File: src/inc/obcd_consts.svh
// Function
// - Standby-run bit 1 keeps the watchdog counting in HALT or STOP.
// - Standby-run bit 0 forces a 100% window open period.
// - Overflow select codes 000..111 give 2^6,7,8,9,11,13,14,16 slow cycles.
// - Detector mode 10 is interrupt-and-reset with a threshold pair and lower reset.
// - Mode 11 is reset-only, 01 interrupt-only, with a single threshold pair.
// - Top group bit 1 with mode bit 0 set turns detection off.
// - Flash mode 00 low-voltage, 10 low-speed, 11 high-speed; 01 prohibited.
// - Frequency select codes map to 32 down to 1 MHz; others prohibited.
// - Debug enable/erase bits: 00 off, 10 on with erase, 11 on; 01 prohibited.
// - Active debug may overwrite debug byte bits 3 to 1.
// - Boot swap fetches the four bytes from 010C0H instead of 000C0H.
// - Window bits select 50% (01), 75% (10), 100% (11); 00 prohibited.
// - Interval interrupt fires at 75% of overflow plus half a slow cycle.
// - Counter-run bit 1 starts counting after reset; 0 keeps it stopped.
// - Standby-run bit 0 stops the watchdog counter in HALT or STOP.
`ifndef OBCD_CONSTS_SVH
`define OBCD_CONSTS_SVH
`define OBCD_IDX_WD 8'hC0
`define OBCD_IDX_LVD 8'hC1
`define OBCD_IDX_FOSC 8'hC2
`define OBCD_IDX_DBG 8'hC3
`define OBCD_IDX_STAT 8'hC4
`define OBCD_IDX_CTRL 8'hC5
`define OBCD_BASE_NORMAL 20'h000C0
`define OBCD_BASE_SWAP 20'h010C0
`define OBCD_LAST_BYTE 2'h3
`define OBCD_BYTE_RST 8'h00
`define OBCD_CTRL_RST 1'b0
`define OBCD_WD_IRQ_BIT 7
`define OBCD_WD_WIN_HI 6
`define OBCD_WD_WIN_LO 5
`define OBCD_WD_RUN_BIT 4
`define OBCD_WD_OVF_HI 3
`define OBCD_WD_OVF_LO 1
`define OBCD_WD_STBY_BIT 0
`define OBCD_LVD_GRP_HI 7
`define OBCD_LVD_GRP_LO 5
`define OBCD_LVD_FIX_BIT 4
`define OBCD_LVD_LVL_HI 3
`define OBCD_LVD_LVL_LO 2
`define OBCD_LVD_MODE_HI 1
`define OBCD_LVD_MODE_LO 0
`define OBCD_FM_MODE_HI 7
`define OBCD_FM_MODE_LO 6
`define OBCD_FM_ONE_BIT 5
`define OBCD_FM_ZERO_BIT 4
`define OBCD_FM_FRQ_HI 3
`define OBCD_FM_FRQ_LO 0
`define OBCD_DBG_EN_BIT 7
`define OBCD_DBG_KEEP_BIT 0
`define OBCD_DBG_FIX_HI 6
`define OBCD_DBG_FIX_LO 4
`define OBCD_DBG_OVR_HI 3
`define OBCD_DBG_OVR_LO 1
`define OBCD_STAT_READY_BIT 8
`define OBCD_RESP_OKAY 2'h0
`define OBCD_RESP_DECERR 2'h3
`endif

File: src/inc/obcd_pkg.sv
package obcd_pkg;
   typedef enum logic [1:0] {
      OBCD_LVD_OFF = 2'b00,
      OBCD_LVD_IRQ = 2'b01,
      OBCD_LVD_RST = 2'b10,
      OBCD_LVD_IRQ_RST = 2'b11
   } obcd_lvd_mode_t;
   typedef enum logic [1:0] {
      OBCD_LOW_VOLTAGE_MAIN = 2'b00,
      OBCD_LOW_SPEED_MAIN = 2'b01,
      OBCD_HIGH_SPEED_MAIN = 2'b10,
      OBCD_FLASH_MODE_BAD = 2'b11
   } obcd_flash_mode_t;
   typedef enum logic [1:0] {
      OBCD_F_SWAP = 2'b00,
      OBCD_F_READ = 2'b01,
      OBCD_F_DONE = 2'b10
   } obcd_fetch_st_t;
   typedef struct packed {
      logic counter_run;
      logic standby_run;
      logic interval_irq_use;
      logic [6:0] open_pct;
      logic [4:0] ovf_exp;
      logic [16:0] ovf_cycles;
      logic [16:0] irq_cycles;
   } obcd_wd_cfg_t;
   typedef struct packed {
      obcd_lvd_mode_t mode;
      logic [11:0] rise_mv;
      logic [11:0] fall_mv;
      logic [11:0] low_fall_mv;
   } obcd_lvd_cfg_t;
   typedef struct packed {
      obcd_flash_mode_t flash_mode;
      logic [5:0] max_main_mhz;
      logic [5:0] fast_osc_mhz;
      logic debug_allow;
      logic debug_erase_on_auth_fail;
   } obcd_sys_cfg_t;
endpackage

File: src/logic/obcd_fetch.sv
`timescale 1ns/1ns
`default_nettype none
`include "obcd_consts.svh"
module obcd_fetch (
   input wire logic clk,
   input wire logic nrst,
   input wire logic boot_swap,
   input wire logic rd_valid,
   input wire logic [7:0] rd_data,
   output logic rd_req,
   output logic [19:0] rd_addr,
   output logic byte_we,
   output logic [1:0] byte_idx,
   output logic [7:0] byte_data,
   output logic done
);
   import obcd_pkg::*;
   obcd_fetch_st_t st_q, st_d;
   logic [19:0] addr_q, addr_d;
   logic [1:0] idx_q, idx_d;

   // Swap level is caught one edge after release, never under reset
   always_comb begin
      st_d = st_q;
      addr_d = addr_q;
      idx_d = idx_q;
      unique case (st_q)
         OBCD_F_SWAP: begin
            addr_d = boot_swap ? `OBCD_BASE_SWAP : `OBCD_BASE_NORMAL;
            st_d = OBCD_F_READ;
         end
         OBCD_F_READ: begin
            if (rd_valid) begin
               addr_d = addr_q + 20'h00001;
               idx_d = idx_q + 2'h1;
               if (idx_q == `OBCD_LAST_BYTE) begin
                  st_d = OBCD_F_DONE;
               end
            end
         end
         OBCD_F_DONE: begin
            st_d = OBCD_F_DONE;
         end
         default: begin
            st_d = OBCD_F_DONE;
         end
      endcase
   end

   always_ff @(posedge clk or negedge nrst) begin
      if (!nrst) begin
         st_q <= OBCD_F_SWAP;
         addr_q <= `OBCD_BASE_NORMAL;
         idx_q <= 2'h0;
      end else begin
         st_q <= st_d;
         addr_q <= addr_d;
         idx_q <= idx_d;
      end
   end

   assign rd_req = (st_q == OBCD_F_READ);
   assign rd_addr = addr_q;
   assign byte_we = rd_req && rd_valid;
   assign byte_idx = idx_q;
   assign byte_data = rd_data;
   assign done = (st_q == OBCD_F_DONE);
endmodule
`default_nettype wire

File: src/logic/obcd_lvd_decode.sv
`timescale 1ns/1ns
`default_nettype none
`include "obcd_consts.svh"
module obcd_lvd_decode (
   input wire logic [7:0] lvd_byte,
   output var obcd_pkg::obcd_lvd_cfg_t cfg,
   output logic bad
);
   import obcd_pkg::*;
   logic [2:0] grp;
   logic [1:0] lvl;
   logic [1:0] md;

   assign grp = lvd_byte[`OBCD_LVD_GRP_HI:`OBCD_LVD_GRP_LO];
   assign lvl = lvd_byte[`OBCD_LVD_LVL_HI:`OBCD_LVD_LVL_LO];
   assign md = lvd_byte[`OBCD_LVD_MODE_HI:`OBCD_LVD_MODE_LO];

   // Unlisted codes fall back to detection off and raise the flag
   always_comb begin
      cfg = '0;
      bad = !lvd_byte[`OBCD_LVD_FIX_BIT];
      if (grp[2] && md[0]) begin
         cfg.mode = OBCD_LVD_OFF;
      end else if (md == 2'b10) begin
         cfg.mode = OBCD_LVD_IRQ_RST;
         unique case ({grp, lvl})
            5'h02: cfg = {OBCD_LVD_IRQ_RST, 12'h6EA, 12'h6C2, 12'h65E};
            5'h01: cfg = {OBCD_LVD_IRQ_RST, 12'h758, 12'h730, 12'h65E};
            5'h00: cfg = {OBCD_LVD_IRQ_RST, 12'hB68, 12'hB2C, 12'h65E};
            5'h06: cfg = {OBCD_LVD_IRQ_RST, 12'h7BC, 12'h794, 12'h730};
            5'h05: cfg = {OBCD_LVD_IRQ_RST, 12'h82A, 12'h7F8, 12'h730};
            5'h04: cfg = {OBCD_LVD_IRQ_RST, 12'hC3A, 12'hBF4, 12'h730};
            5'h0A: cfg = {OBCD_LVD_IRQ_RST, 12'hA32, 12'h9F6, 12'h992};
            5'h09: cfg = {OBCD_LVD_IRQ_RST, 12'hA96, 12'hA5A, 12'h992};
            5'h0E: cfg = {OBCD_LVD_IRQ_RST, 12'hB68, 12'hB2C, 12'hABE};
            5'h0D: cfg = {OBCD_LVD_IRQ_RST, 12'hBCC, 12'hB90, 12'hABE};
            default: begin
               cfg.mode = OBCD_LVD_OFF;
               bad = 1'b1;
            end
         endcase
      end else if (md[0]) begin
         cfg.mode = md[1] ? OBCD_LVD_RST : OBCD_LVD_IRQ;
         unique case ({grp, lvl})
            5'h03: {cfg.rise_mv, cfg.fall_mv} = {12'h686, 12'h65E};
            5'h02: {cfg.rise_mv, cfg.fall_mv} = {12'h6EA, 12'h6C2};
            5'h07: {cfg.rise_mv, cfg.fall_mv} = {12'h758, 12'h730};
            5'h06: {cfg.rise_mv, cfg.fall_mv} = {12'h7BC, 12'h794};
            5'h05: {cfg.rise_mv, cfg.fall_mv} = {12'h82A, 12'h7F8};
            5'h0B: {cfg.rise_mv, cfg.fall_mv} = {12'h9C4, 12'h992};
            5'h0A: {cfg.rise_mv, cfg.fall_mv} = {12'hA32, 12'h9F6};
            5'h09: {cfg.rise_mv, cfg.fall_mv} = {12'hA96, 12'hA5A};
            5'h0F: {cfg.rise_mv, cfg.fall_mv} = {12'hAFA, 12'hABE};
            5'h0E: {cfg.rise_mv, cfg.fall_mv} = {12'hB68, 12'hB2C};
            5'h0D: {cfg.rise_mv, cfg.fall_mv} = {12'hBCC, 12'hB90};
            5'h04: {cfg.rise_mv, cfg.fall_mv} = {12'hC3A, 12'hBF4};
            default: begin
               cfg.mode = OBCD_LVD_OFF;
               bad = 1'b1;
            end
         endcase
      end else begin
         bad = 1'b1;
      end
   end
endmodule
`default_nettype wire

File: src/logic/obcd_decoder.sv
`timescale 1ns/1ns
`default_nettype none
`include "obcd_consts.svh"
module obcd_decoder #(
   parameter int unsigned ADDR_W = 12
) (
   input wire logic CLK,
   input wire logic NRST,
   output logic FLASH_RD_REQ,
   output logic [19:0] FLASH_RD_ADDR,
   input wire logic FLASH_RD_VALID,
   input wire logic [7:0] FLASH_RD_DATA,
   input wire logic BOOT_SWAP,
   input wire logic STANDBY_STATE,
   input wire logic DEBUG_WR_VALID,
   input wire logic [2:0] DEBUG_WR_BITS,
   output logic CFG_READY,
   output logic CFG_BAD,
   output var obcd_pkg::obcd_wd_cfg_t WD_CFG,
   output logic WD_COUNT_ALLOW,
   output var obcd_pkg::obcd_lvd_cfg_t LVD_CFG,
   output var obcd_pkg::obcd_sys_cfg_t SYS_CFG,
   input wire logic [ADDR_W-1:0] S_AXI_AWADDR,
   input wire logic S_AXI_AWVALID,
   output logic S_AXI_AWREADY,
   input wire logic [31:0] S_AXI_WDATA,
   input wire logic [3:0] S_AXI_WSTRB,
   input wire logic S_AXI_WVALID,
   output logic S_AXI_WREADY,
   output logic [1:0] S_AXI_BRESP,
   output logic S_AXI_BVALID,
   input wire logic S_AXI_BREADY,
   input wire logic [ADDR_W-1:0] S_AXI_ARADDR,
   input wire logic S_AXI_ARVALID,
   output logic S_AXI_ARREADY,
   output logic [31:0] S_AXI_RDATA,
   output logic [1:0] S_AXI_RRESP,
   output logic S_AXI_RVALID,
   input wire logic S_AXI_RREADY
);
   import obcd_pkg::*;

   // Fetch side
   logic fetch_we;
   logic [1:0] fetch_idx;
   logic [7:0] fetch_data;
   logic fetch_done;

   // Option byte store and latched decode
   logic [7:0] bytes_q [4];
   logic [7:0] bytes_d [4];
   logic ready_q, ready_d;
   obcd_wd_cfg_t wd_q, wd_d, wd_n;
   obcd_lvd_cfg_t lvd_q, lvd_d, lvd_n;
   obcd_sys_cfg_t sys_q, sys_d, sys_n;
   logic [4:0] bad_q, bad_d, bad_n;
   logic lvd_bad;

   // Watchdog gating and software control
   logic allow_q, allow_d;
   logic stby_req_q, stby_req_d;

   // Register bus state
   logic aw_full_q, aw_full_d;
   logic [ADDR_W-1:0] awaddr_q, awaddr_d;
   logic w_full_q, w_full_d;
   logic [31:0] wdata_q, wdata_d;
   logic [3:0] wstrb_q, wstrb_d;
   logic bvalid_q, bvalid_d;
   logic [1:0] bresp_q, bresp_d;
   logic rvalid_q, rvalid_d;
   logic [31:0] rdata_q, rdata_d;
   logic [1:0] rresp_q, rresp_d;
   logic [7:0] wr_idx;
   logic wr_in_page;
   logic wr_hit;
   logic [7:0] rd_idx;
   logic rd_in_page;
   logic rd_hit;
   logic [31:0] rd_word;

   obcd_fetch u_fetch (
      .clk(CLK),
      .nrst(NRST),
      .boot_swap(BOOT_SWAP),
      .rd_valid(FLASH_RD_VALID),
      .rd_data(FLASH_RD_DATA),
      .rd_req(FLASH_RD_REQ),
      .rd_addr(FLASH_RD_ADDR),
      .byte_we(fetch_we),
      .byte_idx(fetch_idx),
      .byte_data(fetch_data),
      .done(fetch_done)
   );

   obcd_lvd_decode u_lvd (
      .lvd_byte(bytes_q[1]),
      .cfg(lvd_n),
      .bad(lvd_bad)
   );

   // Watchdog byte decode
   always_comb begin
      wd_n = '0;
      bad_n[0] = 1'b0;
      wd_n.counter_run = bytes_q[0][`OBCD_WD_RUN_BIT];
      wd_n.standby_run = bytes_q[0][`OBCD_WD_STBY_BIT];
      wd_n.interval_irq_use = bytes_q[0][`OBCD_WD_IRQ_BIT];
      unique case (bytes_q[0][`OBCD_WD_OVF_HI:`OBCD_WD_OVF_LO])
         3'h0: wd_n.ovf_exp = 5'h06;
         3'h1: wd_n.ovf_exp = 5'h07;
         3'h2: wd_n.ovf_exp = 5'h08;
         3'h3: wd_n.ovf_exp = 5'h09;
         3'h4: wd_n.ovf_exp = 5'h0B;
         3'h5: wd_n.ovf_exp = 5'h0D;
         3'h6: wd_n.ovf_exp = 5'h0E;
         3'h7: wd_n.ovf_exp = 5'h10;
      endcase
      wd_n.ovf_cycles = 17'h00001 << wd_n.ovf_exp;
      // Three quarters of overflow; the extra half slow cycle is the
      // consumer's, since a whole-cycle count cannot hold it
      wd_n.irq_cycles = (wd_n.ovf_cycles >> 1) + (wd_n.ovf_cycles >> 2);
      unique case (bytes_q[0][`OBCD_WD_WIN_HI:`OBCD_WD_WIN_LO])
         2'h1: wd_n.open_pct = 7'h32;
         2'h2: wd_n.open_pct = 7'h4B;
         2'h3: wd_n.open_pct = 7'h64;
         2'h0: begin
            wd_n.open_pct = 7'h64;
            bad_n[0] = 1'b1;
         end
      endcase
      if (!wd_n.standby_run) begin
         wd_n.open_pct = 7'h64;
      end
   end

   // Flash mode, oscillator and debug byte decode
   always_comb begin
      sys_n = '0;
      bad_n[2] = !bytes_q[2][`OBCD_FM_ONE_BIT] ||
                 bytes_q[2][`OBCD_FM_ZERO_BIT];
      bad_n[3] = 1'b0;
      bad_n[4] = 1'b0;
      unique case (bytes_q[2][`OBCD_FM_MODE_HI:`OBCD_FM_MODE_LO])
         2'h0: begin
            sys_n.flash_mode = OBCD_LOW_VOLTAGE_MAIN;
            sys_n.max_main_mhz = 6'h04;
         end
         2'h2: begin
            sys_n.flash_mode = OBCD_LOW_SPEED_MAIN;
            sys_n.max_main_mhz = 6'h08;
         end
         2'h3: begin
            sys_n.flash_mode = OBCD_HIGH_SPEED_MAIN;
            sys_n.max_main_mhz = 6'h20;
         end
         2'h1: begin
            sys_n.flash_mode = OBCD_FLASH_MODE_BAD;
            sys_n.max_main_mhz = 6'h00;
            bad_n[2] = 1'b1;
         end
      endcase
      unique case (bytes_q[2][`OBCD_FM_FRQ_HI:`OBCD_FM_FRQ_LO])
         4'h8: sys_n.fast_osc_mhz = 6'h20;
         4'h0: sys_n.fast_osc_mhz = 6'h18;
         4'h9: sys_n.fast_osc_mhz = 6'h10;
         4'h1: sys_n.fast_osc_mhz = 6'h0C;
         4'hA: sys_n.fast_osc_mhz = 6'h08;
         4'h2: sys_n.fast_osc_mhz = 6'h06;
         4'hB: sys_n.fast_osc_mhz = 6'h04;
         4'h3: sys_n.fast_osc_mhz = 6'h03;
         4'hC: sys_n.fast_osc_mhz = 6'h02;
         4'hD: sys_n.fast_osc_mhz = 6'h01;
         default: begin
            sys_n.fast_osc_mhz = 6'h00;
            bad_n[3] = 1'b1;
         end
      endcase
      // Bits 3..1 may be rewritten by the debugger, so only 7..4 and 0 are checked
      if (bytes_q[3][`OBCD_DBG_FIX_HI:`OBCD_DBG_FIX_LO] != 3'h0) begin
         bad_n[4] = 1'b1;
      end
      unique case ({bytes_q[3][`OBCD_DBG_EN_BIT],
                    bytes_q[3][`OBCD_DBG_KEEP_BIT]})
         2'h2: begin
            sys_n.debug_allow = 1'b1;
            sys_n.debug_erase_on_auth_fail = 1'b1;
         end
         2'h3: begin
            sys_n.debug_allow = 1'b1;
            sys_n.debug_erase_on_auth_fail = 1'b0;
         end
         2'h1: begin
            sys_n.debug_allow = 1'b0;
            sys_n.debug_erase_on_auth_fail = 1'b0;
            bad_n[4] = 1'b1;
         end
         2'h0: begin
            sys_n.debug_allow = 1'b0;
            sys_n.debug_erase_on_auth_fail = 1'b0;
         end
      endcase
      bad_n[1] = lvd_bad;
   end

   // Byte capture, one-shot latch of decode, debugger overwrite of 3..1
   always_comb begin
      bytes_d = bytes_q;
      ready_d = ready_q;
      wd_d = wd_q;
      lvd_d = lvd_q;
      sys_d = sys_q;
      bad_d = bad_q;
      if (fetch_we) begin
         bytes_d[fetch_idx] = fetch_data;
      end
      if (fetch_done && !ready_q) begin
         ready_d = 1'b1;
         wd_d = wd_n;
         lvd_d = lvd_n;
         sys_d = sys_n;
         bad_d = bad_n;
      end
      if (ready_q && sys_q.debug_allow && DEBUG_WR_VALID) begin
         bytes_d[3][`OBCD_DBG_OVR_HI:`OBCD_DBG_OVR_LO] = DEBUG_WR_BITS;
      end
   end

   always_ff @(posedge CLK or negedge NRST) begin
      if (!NRST) begin
         for (int i = 0; i < 4; i++) begin
            bytes_q[i] <= `OBCD_BYTE_RST;
         end
         ready_q <= 1'b0;
         wd_q <= '0;
         lvd_q <= '0;
         sys_q <= '0;
         bad_q <= 5'h00;
      end else begin
         bytes_q <= bytes_d;
         ready_q <= ready_d;
         wd_q <= wd_d;
         lvd_q <= lvd_d;
         sys_q <= sys_d;
         bad_q <= bad_d;
      end
   end

   // Counting permission; standby comes from the pin or from software
   always_comb begin
      allow_d = ready_q && wd_q.counter_run;
      if ((STANDBY_STATE || stby_req_q) && !wd_q.standby_run) begin
         allow_d = 1'b0;
      end else if (STANDBY_STATE || stby_req_q) begin
         allow_d = ready_q && wd_q.counter_run;
      end
   end

   always_ff @(posedge CLK or negedge NRST) begin
      if (!NRST) begin
         allow_q <= 1'b0;
      end else begin
         allow_q <= allow_d;
      end
   end

   // Word index decode; the page above the index field must be zero
   assign wr_idx = awaddr_q[9:2];
   assign wr_in_page = (awaddr_q[ADDR_W-1:10] == '0);
   assign wr_hit = wr_in_page && (wr_idx >= `OBCD_IDX_WD) &&
                   (wr_idx <= `OBCD_IDX_CTRL);
   assign rd_idx = S_AXI_ARADDR[9:2];
   assign rd_in_page = (S_AXI_ARADDR[ADDR_W-1:10] == '0);
   assign rd_hit = rd_in_page && (rd_idx >= `OBCD_IDX_WD) &&
                   (rd_idx <= `OBCD_IDX_CTRL);

   // Read data mux, byte registers in the low lane
   always_comb begin
      rd_word = 32'h00000000;
      unique case (rd_idx)
         `OBCD_IDX_WD: rd_word[7:0] = bytes_q[0];
         `OBCD_IDX_LVD: rd_word[7:0] = bytes_q[1];
         `OBCD_IDX_FOSC: rd_word[7:0] = bytes_q[2];
         `OBCD_IDX_DBG: rd_word[7:0] = bytes_q[3];
         `OBCD_IDX_STAT: begin
            rd_word[4:0] = bad_q;
            rd_word[`OBCD_STAT_READY_BIT] = ready_q;
         end
         `OBCD_IDX_CTRL: rd_word[0] = stby_req_q;
         default: rd_word = 32'h00000000;
      endcase
   end

   // Write channel: address and data taken in either order, one
   // response at a time; read-only words accept and ignore writes
   always_comb begin
      aw_full_d = aw_full_q;
      awaddr_d = awaddr_q;
      w_full_d = w_full_q;
      wdata_d = wdata_q;
      wstrb_d = wstrb_q;
      bvalid_d = bvalid_q;
      bresp_d = bresp_q;
      stby_req_d = stby_req_q;
      if (S_AXI_AWVALID && !aw_full_q) begin
         aw_full_d = 1'b1;
         awaddr_d = S_AXI_AWADDR;
      end
      if (S_AXI_WVALID && !w_full_q) begin
         w_full_d = 1'b1;
         wdata_d = S_AXI_WDATA;
         wstrb_d = S_AXI_WSTRB;
      end
      if (bvalid_q && S_AXI_BREADY) begin
         bvalid_d = 1'b0;
      end else if (aw_full_q && w_full_q && !bvalid_q) begin
         aw_full_d = 1'b0;
         w_full_d = 1'b0;
         bvalid_d = 1'b1;
         bresp_d = wr_hit ? `OBCD_RESP_OKAY : `OBCD_RESP_DECERR;
         if (wr_hit && wr_idx == `OBCD_IDX_CTRL && wstrb_q[0]) begin
            stby_req_d = wdata_q[0];
         end
      end
   end

   always_ff @(posedge CLK or negedge NRST) begin
      if (!NRST) begin
         aw_full_q <= 1'b0;
         awaddr_q <= '0;
         w_full_q <= 1'b0;
         wdata_q <= 32'h00000000;
         wstrb_q <= 4'h0;
         bvalid_q <= 1'b0;
         bresp_q <= `OBCD_RESP_OKAY;
         stby_req_q <= `OBCD_CTRL_RST;
      end else begin
         aw_full_q <= aw_full_d;
         awaddr_q <= awaddr_d;
         w_full_q <= w_full_d;
         wdata_q <= wdata_d;
         wstrb_q <= wstrb_d;
         bvalid_q <= bvalid_d;
         bresp_q <= bresp_d;
         stby_req_q <= stby_req_d;
      end
   end

   // Read channel: data registered, valid one cycle after the address
   always_comb begin
      rvalid_d = rvalid_q;
      rdata_d = rdata_q;
      rresp_d = rresp_q;
      if (rvalid_q && S_AXI_RREADY) begin
         rvalid_d = 1'b0;
      end else if (S_AXI_ARVALID && !rvalid_q) begin
         rvalid_d = 1'b1;
         rdata_d = rd_hit ? rd_word : 32'h00000000;
         rresp_d = rd_hit ? `OBCD_RESP_OKAY : `OBCD_RESP_DECERR;
      end
   end

   always_ff @(posedge CLK or negedge NRST) begin
      if (!NRST) begin
         rvalid_q <= 1'b0;
         rdata_q <= 32'h00000000;
         rresp_q <= `OBCD_RESP_OKAY;
      end else begin
         rvalid_q <= rvalid_d;
         rdata_q <= rdata_d;
         rresp_q <= rresp_d;
      end
   end

   // Outputs
   assign CFG_READY = ready_q;
   assign CFG_BAD = |bad_q;
   assign WD_CFG = wd_q;
   assign WD_COUNT_ALLOW = allow_q;
   assign LVD_CFG = lvd_q;
   assign SYS_CFG = sys_q;
   assign S_AXI_AWREADY = !aw_full_q;
   assign S_AXI_WREADY = !w_full_q;
   assign S_AXI_BVALID = bvalid_q;
   assign S_AXI_BRESP = bresp_q;
   assign S_AXI_ARREADY = !rvalid_q;
   assign S_AXI_RVALID = rvalid_q;
   assign S_AXI_RDATA = rdata_q;
   assign S_AXI_RRESP = rresp_q;
endmodule
`default_nettype wire

File: config.mk
export PLATFORM = sky130hd
export DESIGN_NAME = obcd_decoder
export DESIGN_NICKNAME = d
export VERILOG_FILES = /design/src/inc/obcd_pkg.sv /design/src/logic/obcd_fetch.sv /design/src/logic/obcd_lvd_decode.sv /design/src/logic/obcd_decoder.sv
export VERILOG_INCLUDE_DIRS = /design/src /design/src/inc
export SDC_FILE = /design/constraint.sdc
export NUM_CORES = 1
export LEC_CHECK = 0
export ABC_AREA = 1
export BUFFER_PORTS_ARGS = -buffer_cell sky130_fd_sc_hd__clkbuf_2
export CAP_MARGIN = 5
export CORE_UTILIZATION = 55
export CTS_CLUSTER_DIAMETER = 60
export DETAILED_ROUTE_END_ITERATION = 8
export GPL_ROUTABILITY_DRIVEN = 0
export MAX_ROUTING_LAYER = met4
export PLACE_DENSITY = 0.86
export SYNTH_ARGS = -nofsm -noshare
export SYNTH_HDL_FRONTEND = slang
export SYNTH_SLANG_ARGS = --single-unit
File: constraint.sdc
create_clock -name CLK -period 5.72 [get_ports CLK]
set_input_delay 0.286 -clock CLK [delete_from_list [all_inputs] [get_ports CLK]]
set_output_delay 0.286 -clock CLK [all_outputs]
set_load 0.02 [all_outputs]
==> results of run 1 <==
## report_power, final
group	switching, W	leakage, nW	internal, W
Clock	0.000556	0.256	0.000572
Sequential	0.0000341	2.37	0.00137
Combinational	0.000139	3.41	0.0000791
## layer usage
layer	vias to the layer above	global-route usage	routed length, µm
met5	-	-	0
met1	4112	0.381	10900
met2	387	0.443	11000
li1	4228	-	-
met4	0	0.0905	386
met3	46	0.0394	1580
## cell families (layout without fill, tap and decap cells)
family	count (synthesis)	in the layout
AO/OA/AOI/OAI	169	169
XOR/XNOR	9	9
adder cells (fa/ha/maj)	28	28
buffers and inverters	201	351
flip-flops	185	185
multiplexers	11	11
other	1	29
AND/OR/NAND/NOR	624	624
## cells in the final DEF (no fill, tap or decap), types with 22 or more instances in the layout
master                     synthesis  routed
sky130_fd_sc_hd__conb_1            1      29
sky130_fd_sc_hd__nand2_1         386     386
sky130_fd_sc_hd__nor2_1           94      94
sky130_fd_sc_hd__ha_1             27      27
sky130_fd_sc_hd__o21ai_0         112     112
sky130_fd_sc_hd__dfrtp_1         183     183
sky130_fd_sc_hd__clkbuf_2          0     181
sky130_fd_sc_hd__a21oi_1          22      22
sky130_fd_sc_hd__nand3_1          82      82
sky130_fd_sc_hd__inv_1           127     126
## critical path, stage by stage, from the launching register on
cell	delay [ps]
sky130_fd_sc_hd__dfrtp_1	530
sky130_fd_sc_hd__ha_1	390
sky130_fd_sc_hd__inv_1	80
sky130_fd_sc_hd__o21ai_0	340
sky130_fd_sc_hd__inv_1	130
sky130_fd_sc_hd__nand3_1	120
sky130_fd_sc_hd__nor2_1	70
sky130_fd_sc_hd__ha_1	330
sky130_fd_sc_hd__nand4_1	130
sky130_fd_sc_hd__o21ai_0	520
sky130_fd_sc_hd__nand2_1	180
sky130_fd_sc_hd__o21ai_0	260
sky130_fd_sc_hd__nand2_1	80
sky130_fd_sc_hd__nand2_1	70
sky130_fd_sc_hd__nand2_1	40
## sequential cells by signal, indices dropped and copies added (netlist names), 2 cells and up
name and cells:
WD_CFG 48, LVD_CFG 33, bytes_q 32, u_fetch.rd_addr 20, SYS_CFG 13, awaddr_q 10
S_AXI_RDATA 9, bad_q 5, u_fetch.byte_idx 2, u_fetch.st_q 2
## layout make-up
cell class	instances	area (µm²)	share of cell area
flip-flops and latches	185	4630	0.416
multi-input cells	870	4220	0.378
inverters	132	497	0.0446
repair buffers	187	957	0.0859
clock inverters	15	134	0.0120
clock buffers	17	425	0.0382
well taps	225	282	0.0253
## per-stage QoR
step / setup slack, ps / cells / hold slack, ps
6_report: 2350 / 1631 / 27.7
5_1_grt: 2040 / 1631 / 48.4
4_1_cts: 2390 / 1631 / 14.3
3_5_place_dp: 2430 / 1598 / 384
3_3_place_gp: 2530 / 1598 / 385
2_1_floorplan: 2980 / 1256 / -9.59
## worst max-delay path by stage
stage | end | slack [ps] | from
after floorplan | WD_CFG[15] | 2980 | bytes_q[25]
after global placement | WD_CFG[15] | 2530 | bytes_q[26]
after detailed placement | WD_CFG[15] | 2430 | bytes_q[26]
after CTS | WD_CFG[15] | 2390 | bytes_q[26]
after global routing | WD_CFG[15] | 2040 | bytes_q[26]
final | WD_CFG[15] | 2350 | bytes_q[26]
==> results, run 1 <==
- For this design the ratio of total power to cell area is 246 nW/µm².
- The most used standard cell by instance count after synthesis is sky130_fd_sc_hd__nand2_1.
- Timing would allow up to 297 MHz.
- TritonCTS built the clock tree.
- The Yosys step of the flow raised 0 warnings.
- Across every metal layer, demand over resource in global routing totals 0.282.
- The number of instances on the worst hold path is 2.
- The largest family of logic cells by synthesized area is simple AND/OR/NAND/NOR gates.
- Summing every instance area after synthesis gives 9650 µm².
- The critical register-to-register path startpoint is bytes_q[26].
- Among all flip-flop cells after synthesis, the most frequent one is sky130_fd_sc_hd__dfrtp_1.
- The largest total area in the synthesized netlist belongs to sky130_fd_sc_hd__dfrtp_1.
- The area added between synthesis and finish is 15.4%.
- The number of global-route vias before repair is 8,130.
- The clock transition at the register clock pins on the worst setup and hold paths after CTS is 70 ps.
- The average instance area after synthesis is 7.86 µm².
- CTS saw 185 sinks.
- By startpoint and endpoint, the worst setup path is classified as register to register.
- The floorplan die height is 134 µm.
- The maximum fanout count along the critical path is 11.
- The setup check on the worst reg-to-reg path leaves a slack of 2350 ps.
- The worst hold path terminates at S_AXI_RVALID.
- Ranked by instance count, the synthesized netlist is headed by sky130_fd_sc_hd__nand2_1, sky130_fd_sc_hd__dfrtp_1, sky130_fd_sc_hd__inv_1.
- The first detailed-routing pass took 6 iterations.
- The width of the die is 134 µm.
- The final cycle utilization of the critical path is 0.588.
- The number of instances resized during post-cts repair is 0.
- The reg-to-reg endpoint is WD_CFG[15].
- The number of buffers added on ports is 182.
- For the final database, setup skew stands at 7.60 ps.
- The final core utilization is 0.647.
- The flow ran to the end, and the final reports show no timing, DRC or antenna violations.
- The maximum ir drop on the vdd rail is 0.235 mV.
- The hold path startpoint is S_AXI_RREADY.
- Measured against the total synthesized area, the mux share comes to 0.0128.
- The max capacitance violation total is 0.
- The flip-flop and latch count after synthesis is 185.
- The number of hold buffers added after cts is 1.
- In the final layout, the share of cells above drive strength 1 is 0.184.
- The H-tree was split into 4 levels.
- 250 I/O pins were placed.
- The share of the Yosys chip area taken by registers is 0.480.
- After floorplanning, the core was sized to cover 17,200 µm².
- The share of the synthesized area in the top cell type is 0.474.
- Once the clock tree was built, the setup fixing pass inserted 0 buffers.
- Setup repair after global routing left no endpoint under its margin.
- Counting I/O delays and the setup requirement, the final critical path takes 3370 ps.
- The critical path data required time is 6050 ps.
- The number of diodes added for antenna fixing is 0.
- The parity-gate share of the synthesized area counting xor and xnor cells is 0.00816.
- The number of max-slew violations in the final report is 0.
- The number of placement rows is 48.
- In this run the static leakage power is 6.04 nW.
- The finished cells cover 11,100 µm².
- The area share of fa/ha/maj cells after synthesis is 0.0371.
- Overall power consumption after layout is estimated at 0.00275 W.
- The number of antenna violations at the first check in global routing is 0.
- The critical path endpoint category is a register.
- In this run, the number of DRC markers left after iteration 0 of detailed routing was 843.
- The largest net degree at the start of global routing is 87.
- Setup violations remaining at the end of the flow were counted as 0.
- Global routing finished with a remaining overflow of 0.
- The number of enable flip-flop cells after synthesis is 0.
- The area fraction in and, or, nand and nor cells after synthesis is 0.270.
- The data arrival time of the critical path is 3700 ps.
- The share of the synthesized area in compound gates (AO/OA/AOI/OAI) came to 0.0972.
- Summing all placed instances gives a cell area of 10,600 µm².
- The clock tree root driver cell is sky130_fd_sc_hd__clkbuf_16.
- The detail route stage leaves a number of antenna-violating nets equal to 0.
- In the final timing run, aggregate negative setup slack is 0 ps.
- The relative max-transition margin is 0.402.
- The post-detailed-route via-to-cell ratio is 5.38.
- After legalization and detailed placement, the total HPWL measured 17,400 µm.
- The slew of the pin with the lowest slew margin is 890 ps.
- The clock insertion delay at the later pin of the skew report is 440 ps.
- For this run, asynchronously set or reset flops after synthesis account for 1.00.
- The class of the tightest hold or removal check is primary input to register.
- Counting every instance in the synthesized netlist gives 1,228.
- The number of cells on the worst reg-to-reg path is 14.
- The buffer depth of the longest clock path is 2.
- The number of failing hold endpoints at the final stage is 0.
- The number of distinct standard cells referenced by the synthesized netlist is 49.
- Counting the fill cells in the layout gives 1,519.
- For this run, design rule violations remaining after detail routing come to 0.
- For this block, the via count after detailed routing is 8,773.
- In this run, CTS created clock tree buffers numbering 17.
- The initial utilization of the core area, before any placement, comes to 0.560.
- The area of the die is 18,100 µm².
- The first-pass GRT wire length is 39,100 µm.
- The average wire length per cell after detail routing is 14.6 µm.
- After synthesis, the cell types taking the most area are sky130_fd_sc_hd__dfrtp_1, sky130_fd_sc_hd__nand2_1, sky130_fd_sc_hd__o21ai_0, sky130_fd_sc_hd__inv_1, sky130_fd_sc_hd__nand3_1.
- The number of nets in the layout is 1,503.
- STA classifies the critical path startpoint as a register.
- The final layout contains routed wiring with a total length of 23,900 µm.
Note: power is estimated with default switching activity, not from simulation.
==> run 2, diff against run 1 <==
--- a/config.mk
+++ b/config.mk
@@ -9,12 +9,12 @@
 export ABC_AREA = 1
 export BUFFER_PORTS_ARGS = -buffer_cell sky130_fd_sc_hd__clkbuf_2
 export CAP_MARGIN = 5
-export CORE_UTILIZATION = 55
+export CORE_UTILIZATION = 48
 export CTS_CLUSTER_DIAMETER = 60
 export DETAILED_ROUTE_END_ITERATION = 8
 export GPL_ROUTABILITY_DRIVEN = 0
 export MAX_ROUTING_LAYER = met4
-export PLACE_DENSITY = 0.86
+export PLACE_DENSITY = 0.79
 export SYNTH_ARGS = -nofsm -noshare
 export SYNTH_HDL_FRONTEND = slang
 export SYNTH_SLANG_ARGS = --single-unit
==> constraint.sdc (replaced) <==
create_clock -name CLK -period 2.75 [get_ports CLK]
set_input_delay 0.1375 -clock CLK [delete_from_list [all_inputs] [get_ports CLK]]
set_output_delay 0.1375 -clock CLK [all_outputs]
set_load 0.02 [all_outputs]
==> run 2 against run 1 <==
Count of clock-buffer cells in the layout unchanged. Clock skew up 1.0 ps. Register-to-register slack worse by 2100 ps. Clock power up 130%. First-iteration DRC count down 14%. Largest power group unchanged. Critical endpoint unchanged. Utilization down 5.0 points.
==> results, run 2 (synthesis gave the netlist of run 1 again) <==
- The count of non-filler cells in the finished layout is 1,712 (+5.0%).
- The number of diodes added for antenna fixing is 0 (unchanged).
- The register-to-register setup slack is 220 ps (-2140 ps).
- The combinational fraction of design power is 0.082 (+0.003).
- The leakage power summed over all cells came to 6.28 nW (+4.0%).
- The area added between synthesis and finish is 21.1%.
- The number of antenna violations at the first check in global routing is 0 (unchanged).
- The final cycle utilization of the critical path is 0.920 (+0.332).
- The number of setup violations in the final report was 0 (unchanged).
- The area of the die came to 20,700 µm² (+14%).
- The switching power share of the total is 0.248 (-0.0173).
- The number of buffer and inverter stages on the critical path is 3 (+1).
- The floorplan die height is 144 µm (+6.9%).
- Among all stages on the critical path, the largest delay is contributed by sky130_fd_sc_hd__dfrtp_1.
- The critical path data required time was 3080 ps (-2970 ps).
- The number of top-level design ports was 250 (unchanged).
- The number of placement rows is 51 (+6.3%).
- The path class of the tightest hold or removal check is primary input to register.
- The clock insertion delay at the later pin of the skew report came to 440 ps (about the same).
- The core footprint is 19,600 µm² (+14%).
- The gate family responsible for the most delay along the worst path is simple AND/OR/NAND/NOR gates.
- The signal on the critical path passes through ha_4 -> inv_2 -> o21ai_1 -> inv_1 -> nor3_1 -> inv_1 -> nor2_2 -> ha_1 -> a21oi_1 -> nor2_1 -> nor2_1 -> o21ai_1 -> nand3_1 -> nand2_1.
- The sum of overflow across all layers after global routing is 0 (unchanged).
- The run finished with clean final reports.
- The post-detailed-route via-to-cell ratio is 5.17 (-3.8%).
- The number of nets with antenna violations after routing is 0 (unchanged).
- The maximum frequency from static timing analysis is 395 MHz (+33%).
- TritonCTS built the clock tree.
- The power density relative to cell area is 510 nW/µm² (+110%).
- The flip-flop count of the largest register after layout is 48 (unchanged).
- The number of cells in the design after placement came to 1,655 (+3.6%).
- The number of buffers added on ports is 182 (unchanged).
- The number of failing hold endpoints at the final stage came to 0 (unchanged).
- The final critical-path setup slack came to 219 ps (-2140 ps).
- The width of the die came to 144 µm (+6.9%).
- The critical path depth in cells is 14 (unchanged).
- The post-CTS repair timing setup buffer count was 0 (unchanged).
- The post-layout minimum cycle time came to 2530 ps (-834 ps).
- The number of nets in the layout is 1,544 (+2.7%).
- The final clock skew is 8.63 ps (+1.03 ps).
- The clock sink count is 185 (unchanged).
- The number of global-route vias before repair is 8,172 (+0.52%).
- The largest net degree at the start of global routing is 88 (+1.1%).
- The highest cell delay on the worst timing path was 440 ps (-90 ps).
- The average wire length per cell after detail routing is 14.4 µm (-1.8%).
- The total clock buffers created by CTS was 17 (unchanged).
- The overall routing resource usage was 0.255 (-0.0267).
- The worst-case setup slack after placement came to -60.9 ps (-2500 ps).
- The switching power of the nets is 0.00148 W (+100%).
- The max capacitance violation total was 0 (unchanged).
- The worst setup path category is register to register.
- The detailed-placement wirelength estimate is 18,000 µm (+3.3%).
- The relative max-transition margin was 0.353 (-0.0488).
- The worst reg-to-reg path cell count is 14 (unchanged).
- The number of filler cells placed in the layout is 1,782 (+17%).
- The clock network power share is 0.429 (+0.018).
- The total wirelength of the detailed-routed design is 24,600 µm (+3.0%).
- The tree is rooted in a sky130_fd_sc_hd__clkbuf_16.
- The share of layout cells above drive strength 1 is 0.199 (+0.0148).
- Setup repair after global routing left no endpoint under its margin.
- The leading cell type in the layout, fill and taps excluded is sky130_fd_sc_hd__nand2_1.
- The maximum fanout count along the critical path is 4 (-7).
- The number of instances on the worst hold path is 3 (+1).
- The count of routing violations after the opening detailed-route iteration was 725 (-14%).
- The worst setup path is captured at a register.
- The maximum ir drop on the vdd rail is 0.487 mV (+110%).
- The first-pass GRT wire length is 40,200 µm (+2.7%).
- The slew of the pin with the lowest slew margin was 963 ps (+72.6 ps).
- The sort of element at the start of the critical path is a register.
- The effective utilization at floorplan was 0.493 (-0.0673).
- The level count of the clock H-tree was 4 (unchanged).
- The buffer depth of the longest clock path came to 2 (unchanged).
- The post-route DRC violation count is 0 (unchanged).
- The vias after detailed routing is 8,858 (+0.97%).
- The number of detailed-routing iterations run before antenna repair is 5 (-1).
- The data arrival time of the critical path came to 2860 ps (-840 ps).
- The sequential fraction of design power was 0.488 (-0.022).
- The internal power is 0.00449 W (+120%).
- The clock transition at the register clock pins on the worst setup and hold paths after CTS is 70 ps (about the same).
- The number of max-slew violations in the final report is 0 (unchanged).
- In the layout the commonest cells are sky130_fd_sc_hd__nand2_1, sky130_fd_sc_hd__dfrtp_1, sky130_fd_sc_hd__clkbuf_2.
[run 2: final timing paths]
path                                startpoint                 end
worst min register to register     SYS_CFG[11]         SYS_CFG[11]
max in group asynchronous                 NRST  u_fetch.rd_addr[7]
worst max-delay path               bytes_q[26]          WD_CFG[15]
min in group asynchronous                 NRST           WD_CFG[0]
worst min-delay path            FLASH_RD_VALID     u_fetch.st_q[1]
worst max register to register     bytes_q[26]          WD_CFG[15]
[run 2: per-layer routing]
metal / vias to the layer above / wire (µm) / GRT usage
met5: - / 0 / -
met1: 4143 / 11400 / 0.352
met3: 35 / 1670 / 0.0453
met4: 0 / 340 / 0.0638
li1: 4298 / - / -
met2: 382 / 11200 / 0.389
[run 2: repair_timing]
item | 4_1_cts | 5_1_grt
pin swaps | 0 | 4
hold buffers | 25 | 0
setup endpoints to repair | 1 | 9
resized for setup | 1 | 19
gates cloned | 0 | 0
hold endpoints to repair | 109 | 0
[run 2: tightest hold or removal path, delay by kind of cell]
kind	cells	cell delay [ps]
compound gates	1	90
buf+inv	1	90
simple gates	1	70
[run 2: cell type report]
class                      instances  area, µm²  share of cell area
sequential                       185       4630               0.396
multi-input combinational        870       4260               0.365
timing repair buffer             228       1360               0.116
inverter                         132        497              0.0425
clock buffer                      17        425              0.0364
tap                              265        332              0.0284
clock inverter                    15        188              0.0160
[run 2: power groups by stage]
stage | sequential, W | combinational (W) | clock [W]
2_1_floorplan | 0.00296 | 0.000309 | 0
3_3_place_gp | 0.00296 | 0.000450 | 0
3_5_place_dp | 0.00297 | 0.000464 | 0
4_1_cts | 0.00291 | 0.000493 | 0.00261
5_1_grt | 0.00293 | 0.000555 | 0.00272
6_report | 0.00291 | 0.000491 | 0.00256
[run 2: stage by stage]
step                      setup TNS, ps  hold slack (ps)   util  cell area, µm²  total power, W
after floorplan                       0             -158      -            9760         0.00327
after global placement                0              235  0.550           10800         0.00341
after detailed placement          -60.9              241  0.550           10800         0.00343
after CTS                             0             5.03  0.594           11600         0.00602
after global routing                  0             8.52  0.597           11700         0.00621
final                                 0             11.5  0.597           11700         0.00597
==> run 3, diff against run 2 <==
--- a/config.mk
+++ b/config.mk
@@ -7,7 +7,7 @@
 export NUM_CORES = 1
 export LEC_CHECK = 0
 export ABC_AREA = 1
-export BUFFER_PORTS_ARGS = -buffer_cell sky130_fd_sc_hd__clkbuf_2
+export BUFFER_PORTS_ARGS = -buffer_cell sky130_fd_sc_hd__buf_2
 export CAP_MARGIN = 5
 export CORE_UTILIZATION = 48
 export CTS_CLUSTER_DIAMETER = 60
==> run 3 against run 2 <==
Cell area hardly changed. First-iteration DRC count is 1.2% higher. Global-route usage is 0.36 points lower. Largest power group unchanged. Highest routed layer unchanged.
==> results, run 3 (synthesis gave the netlist of run 1 again) <==
- The worst hold path belongs to the class primary input to register.
- The library cells used most frequently in the layout, excluding fill and tap cells, are sky130_fd_sc_hd__nand2_1, sky130_fd_sc_hd__dfrtp_1, sky130_fd_sc_hd__buf_2.
- The area of the die is 20,700 µm² (unchanged).
- The gate family responsible for the most delay along the worst path is simple AND/OR/NAND/NOR gates.
- The number of buffers added on ports is 182 (unchanged).
- The vias after detailed routing is 8,923 (+0.73%).
- The floorplan die height is 144 µm (unchanged).
- The post-CTS repair timing setup buffer count came to 0 (unchanged).
- The library cell used most frequently in the layout, excluding fill and tap cells, is sky130_fd_sc_hd__nand2_1.
- The register area is 4630 µm² (about the same).
- The flip-flop count of the largest register after layout is 48 (unchanged).
- The placement-stage cell area was 10,800 µm² (unchanged).
- The highest cell delay on the worst timing path was 420 ps (-20 ps).
- The count of non-filler cells in the finished layout came to 1,716 (+0.23%).
- The clock sink count is 185 (unchanged).
- The sum of overflow across all layers after global routing is 0 (unchanged).
- The number of global-route vias before repair is 8,055 (-1.4%).
- The power density relative to cell area is 511 nW/µm² (+0.12%).
- The number of filler cells placed in the layout came to 1,767 (-0.84%).
- The effective utilization at floorplan is 0.493 (unchanged).
- The final clock skew is 7.19 ps (-1.44 ps).
- The maximum frequency from static timing analysis was 383 MHz (-3.0%).
- The first-pass GRT wire length is 39,600 µm (-1.3%).
- The setup path with the least slack is of type register to register.
- The buffer depth of the longest clock path is 2 (unchanged).
- The data arrival time of the critical path is 2930 ps (+70 ps).
- The overall routing resource usage is 0.252 (-0.00361).
- The number of antenna violations at the first check in global routing is 0 (unchanged).
- The area added between synthesis and finish came to 21.2% (about the same).
- The number of failing hold endpoints at the final stage is 0 (unchanged).
- The core footprint is 19,600 µm² (unchanged).
- The worst-case setup slack after placement is -4.23 ps (+56.6 ps).
- The number of diodes added for antenna fixing is 0 (unchanged).
- The total power draw is 0.00598 W (+0.21%).
- The final cycle utilization of the critical path was 0.949 (+0.0282).
- The maximum fanout count along the critical path is 4 (unchanged).
- The number of nets in the layout came to 1,548 (+0.26%).
- The slew of the pin with the lowest slew margin is 869 ps (-94.1 ps).
- Routed signal wires occupy layers up through met4.
- The clock transition at the register clock pins on the worst setup and hold paths after CTS is 70 ps (about the same).
- The number of cells in the design after placement is 1,657 (+0.12%).
- The detailed-placement wirelength estimate is 18,100 µm (+0.77%).
- The clock tree root driver cell is sky130_fd_sc_hd__clkbuf_16.
- TritonCTS built the clock tree.
- The relative max-transition margin is 0.416 (+0.0632).
- The max capacitance violation total was 0 (unchanged).
- The run finished with clean final reports.
- The post-detailed-route via-to-cell ratio came to 5.20 (+0.50%).
- The critical path data required time is 3070 ps (about the same).
- The level count of the clock H-tree is 4 (unchanged).
- The post-route DRC violation count was 0 (unchanged).
- The critical path goes through ha_1 -> inv_1 -> o21ai_1 -> inv_1 -> nand3_1 -> nor2_1 -> ha_1 -> nand4_1 -> o21ai_2 -> buf_4 -> nand3_1 -> nand2_1 -> nand2_1 -> nand3_1 -> nand2_1.
- The worst setup path is captured at a register.
- The total wirelength of the detailed-routed design came to 24,700 µm (+0.21%).
- The number of max-slew violations in the final report is 0 (unchanged).
- The clock insertion delay at the later pin of the skew report is 430 ps (about the same).
- The area of all placed cells without fillers is 11,700 µm² (about the same).
- The sum of negative setup slack is 0 ps (unchanged).
- The count of routing violations after the opening detailed-route iteration is 734 (+1.2%).
- The total clock buffers created by CTS was 17 (unchanged).
- The average wire length per cell after detail routing is 14.4 µm (about the same).
- The number of buffer and inverter stages on the critical path was 3 (unchanged).
- The met3 layer wire length in the routed design is 1670 µm (+0.18%).
- The post-layout minimum cycle time is 2610 ps (+77.4 ps).
- The number of placement rows came to 51 (unchanged).
- The maximum ir drop on the vdd rail is 0.451 mV (-7.5%).
- The number of instances on the worst hold path is 3 (unchanged).
- The final critical-path setup slack was 142 ps (-77.4 ps).
- The number of top-level design ports is 250 (unchanged).
- The wire length on met2 is 11,300 µm (+0.69%).
- The leakage power summed over all cells came to 6.35 nW (+1.2%).
- The share of layout cells above drive strength 1 came to 0.198 (-0.000549).
- The worst reg-to-reg path cell count came to 15 (+1).
- The number of setup violations in the final report was 0 (unchanged).
- The largest net degree at the start of global routing came to 65 (-26%).
- The area of combinational cells with multiple inputs was 4250 µm² (-0.35%).
- The length of routed wiring on met1 was 11,300 µm (-0.45%).
- The width of the die came to 144 µm (unchanged).
- The number of detailed-routing iterations run before antenna repair is 6 (+1).
- The slowest stage of the critical path belongs to the cell sky130_fd_sc_hd__dfrtp_1.
- The sort of element at the start of the critical path is a register.
- The number of nets with antenna violations after routing is 0 (unchanged).
- The critical path depth in cells is 15 (+1).
run 3: changes by cell type in the layout (fill, tap and decap cells not counted), sizes merged:
| cell | before | now |
|---|---|---|
| buf | 21 | 205 |
| clkbuf | 199 | 19 |
| inv | 137 | 133 |
| clkinv | 6 | 8 |
| dlygate4sd3 | 25 | 27 |
run 3: worst min-delay path: cells and delay by family:
kind	cells	cell delay [ps]
AOI/OAI and AO/OA	1	120
buffers and inverters	2	130
run 3: path summary, 6_finish.rpt:
check | from | slack, ps | end
max in group asynchronous | NRST | 1650 | WD_CFG[48]
setup reg to reg | bytes_q[26] | 140 | WD_CFG[13]
setup / recovery | bytes_q[26] | 140 | WD_CFG[13]
hold / removal | DEBUG_WR_BITS[0] | 20 | bytes_q[1]
min in group asynchronous | NRST | 220 | WD_CFG[0]
hold reg to reg | SYS_CFG[10] | 470 | SYS_CFG[10]
run 3: timing repair:
action,4_1_cts,5_1_grt
resized for setup,2,15
gates cloned,0,0
hold buffers,27,0
endpoints found under the hold margin,77,0
setup endpoints to repair,2,9
run 3: report_power, final:
group	internal (W)	leakage, nW	switching [W]	total, W
Sequential	0.00284	2.37	0.0000694	0.00291
Combinational	0.000192	3.68	0.000302	0.000494
Clock	0.00149	0.306	0.00108	0.00257
Total	0.00453	6.35	0.00145	0.00598
run 3: cell type report:
type,instances,share of cell area
Inverter,132,0.0424
Tap cell,265,0.0283
Multi-Input combinational cell,870,0.363
Clock buffer,19,0.0387
Clock inverter,13,0.0143
Timing Repair Buffer,232,0.117
Sequential cell,185,0.396
run 3: through the flow:
stage	util	hold slack (ps)
floorplan	-	-158
global placement	0.550	129
detailed placement	0.550	130
CTS	0.596	1.85
global route	0.597	35.2
finish	0.597	21.0
run 3: metal layers:
| metal | GRT usage | vias up |
|---|---|---|
| li1 | - | 4311 |
| met1 | 0.348 | 4177 |
| met2 | 0.381 | 396 |
| met3 | 0.0393 | 39 |
| met4 | 0.0750 | 0 |
| met5 | - | - |
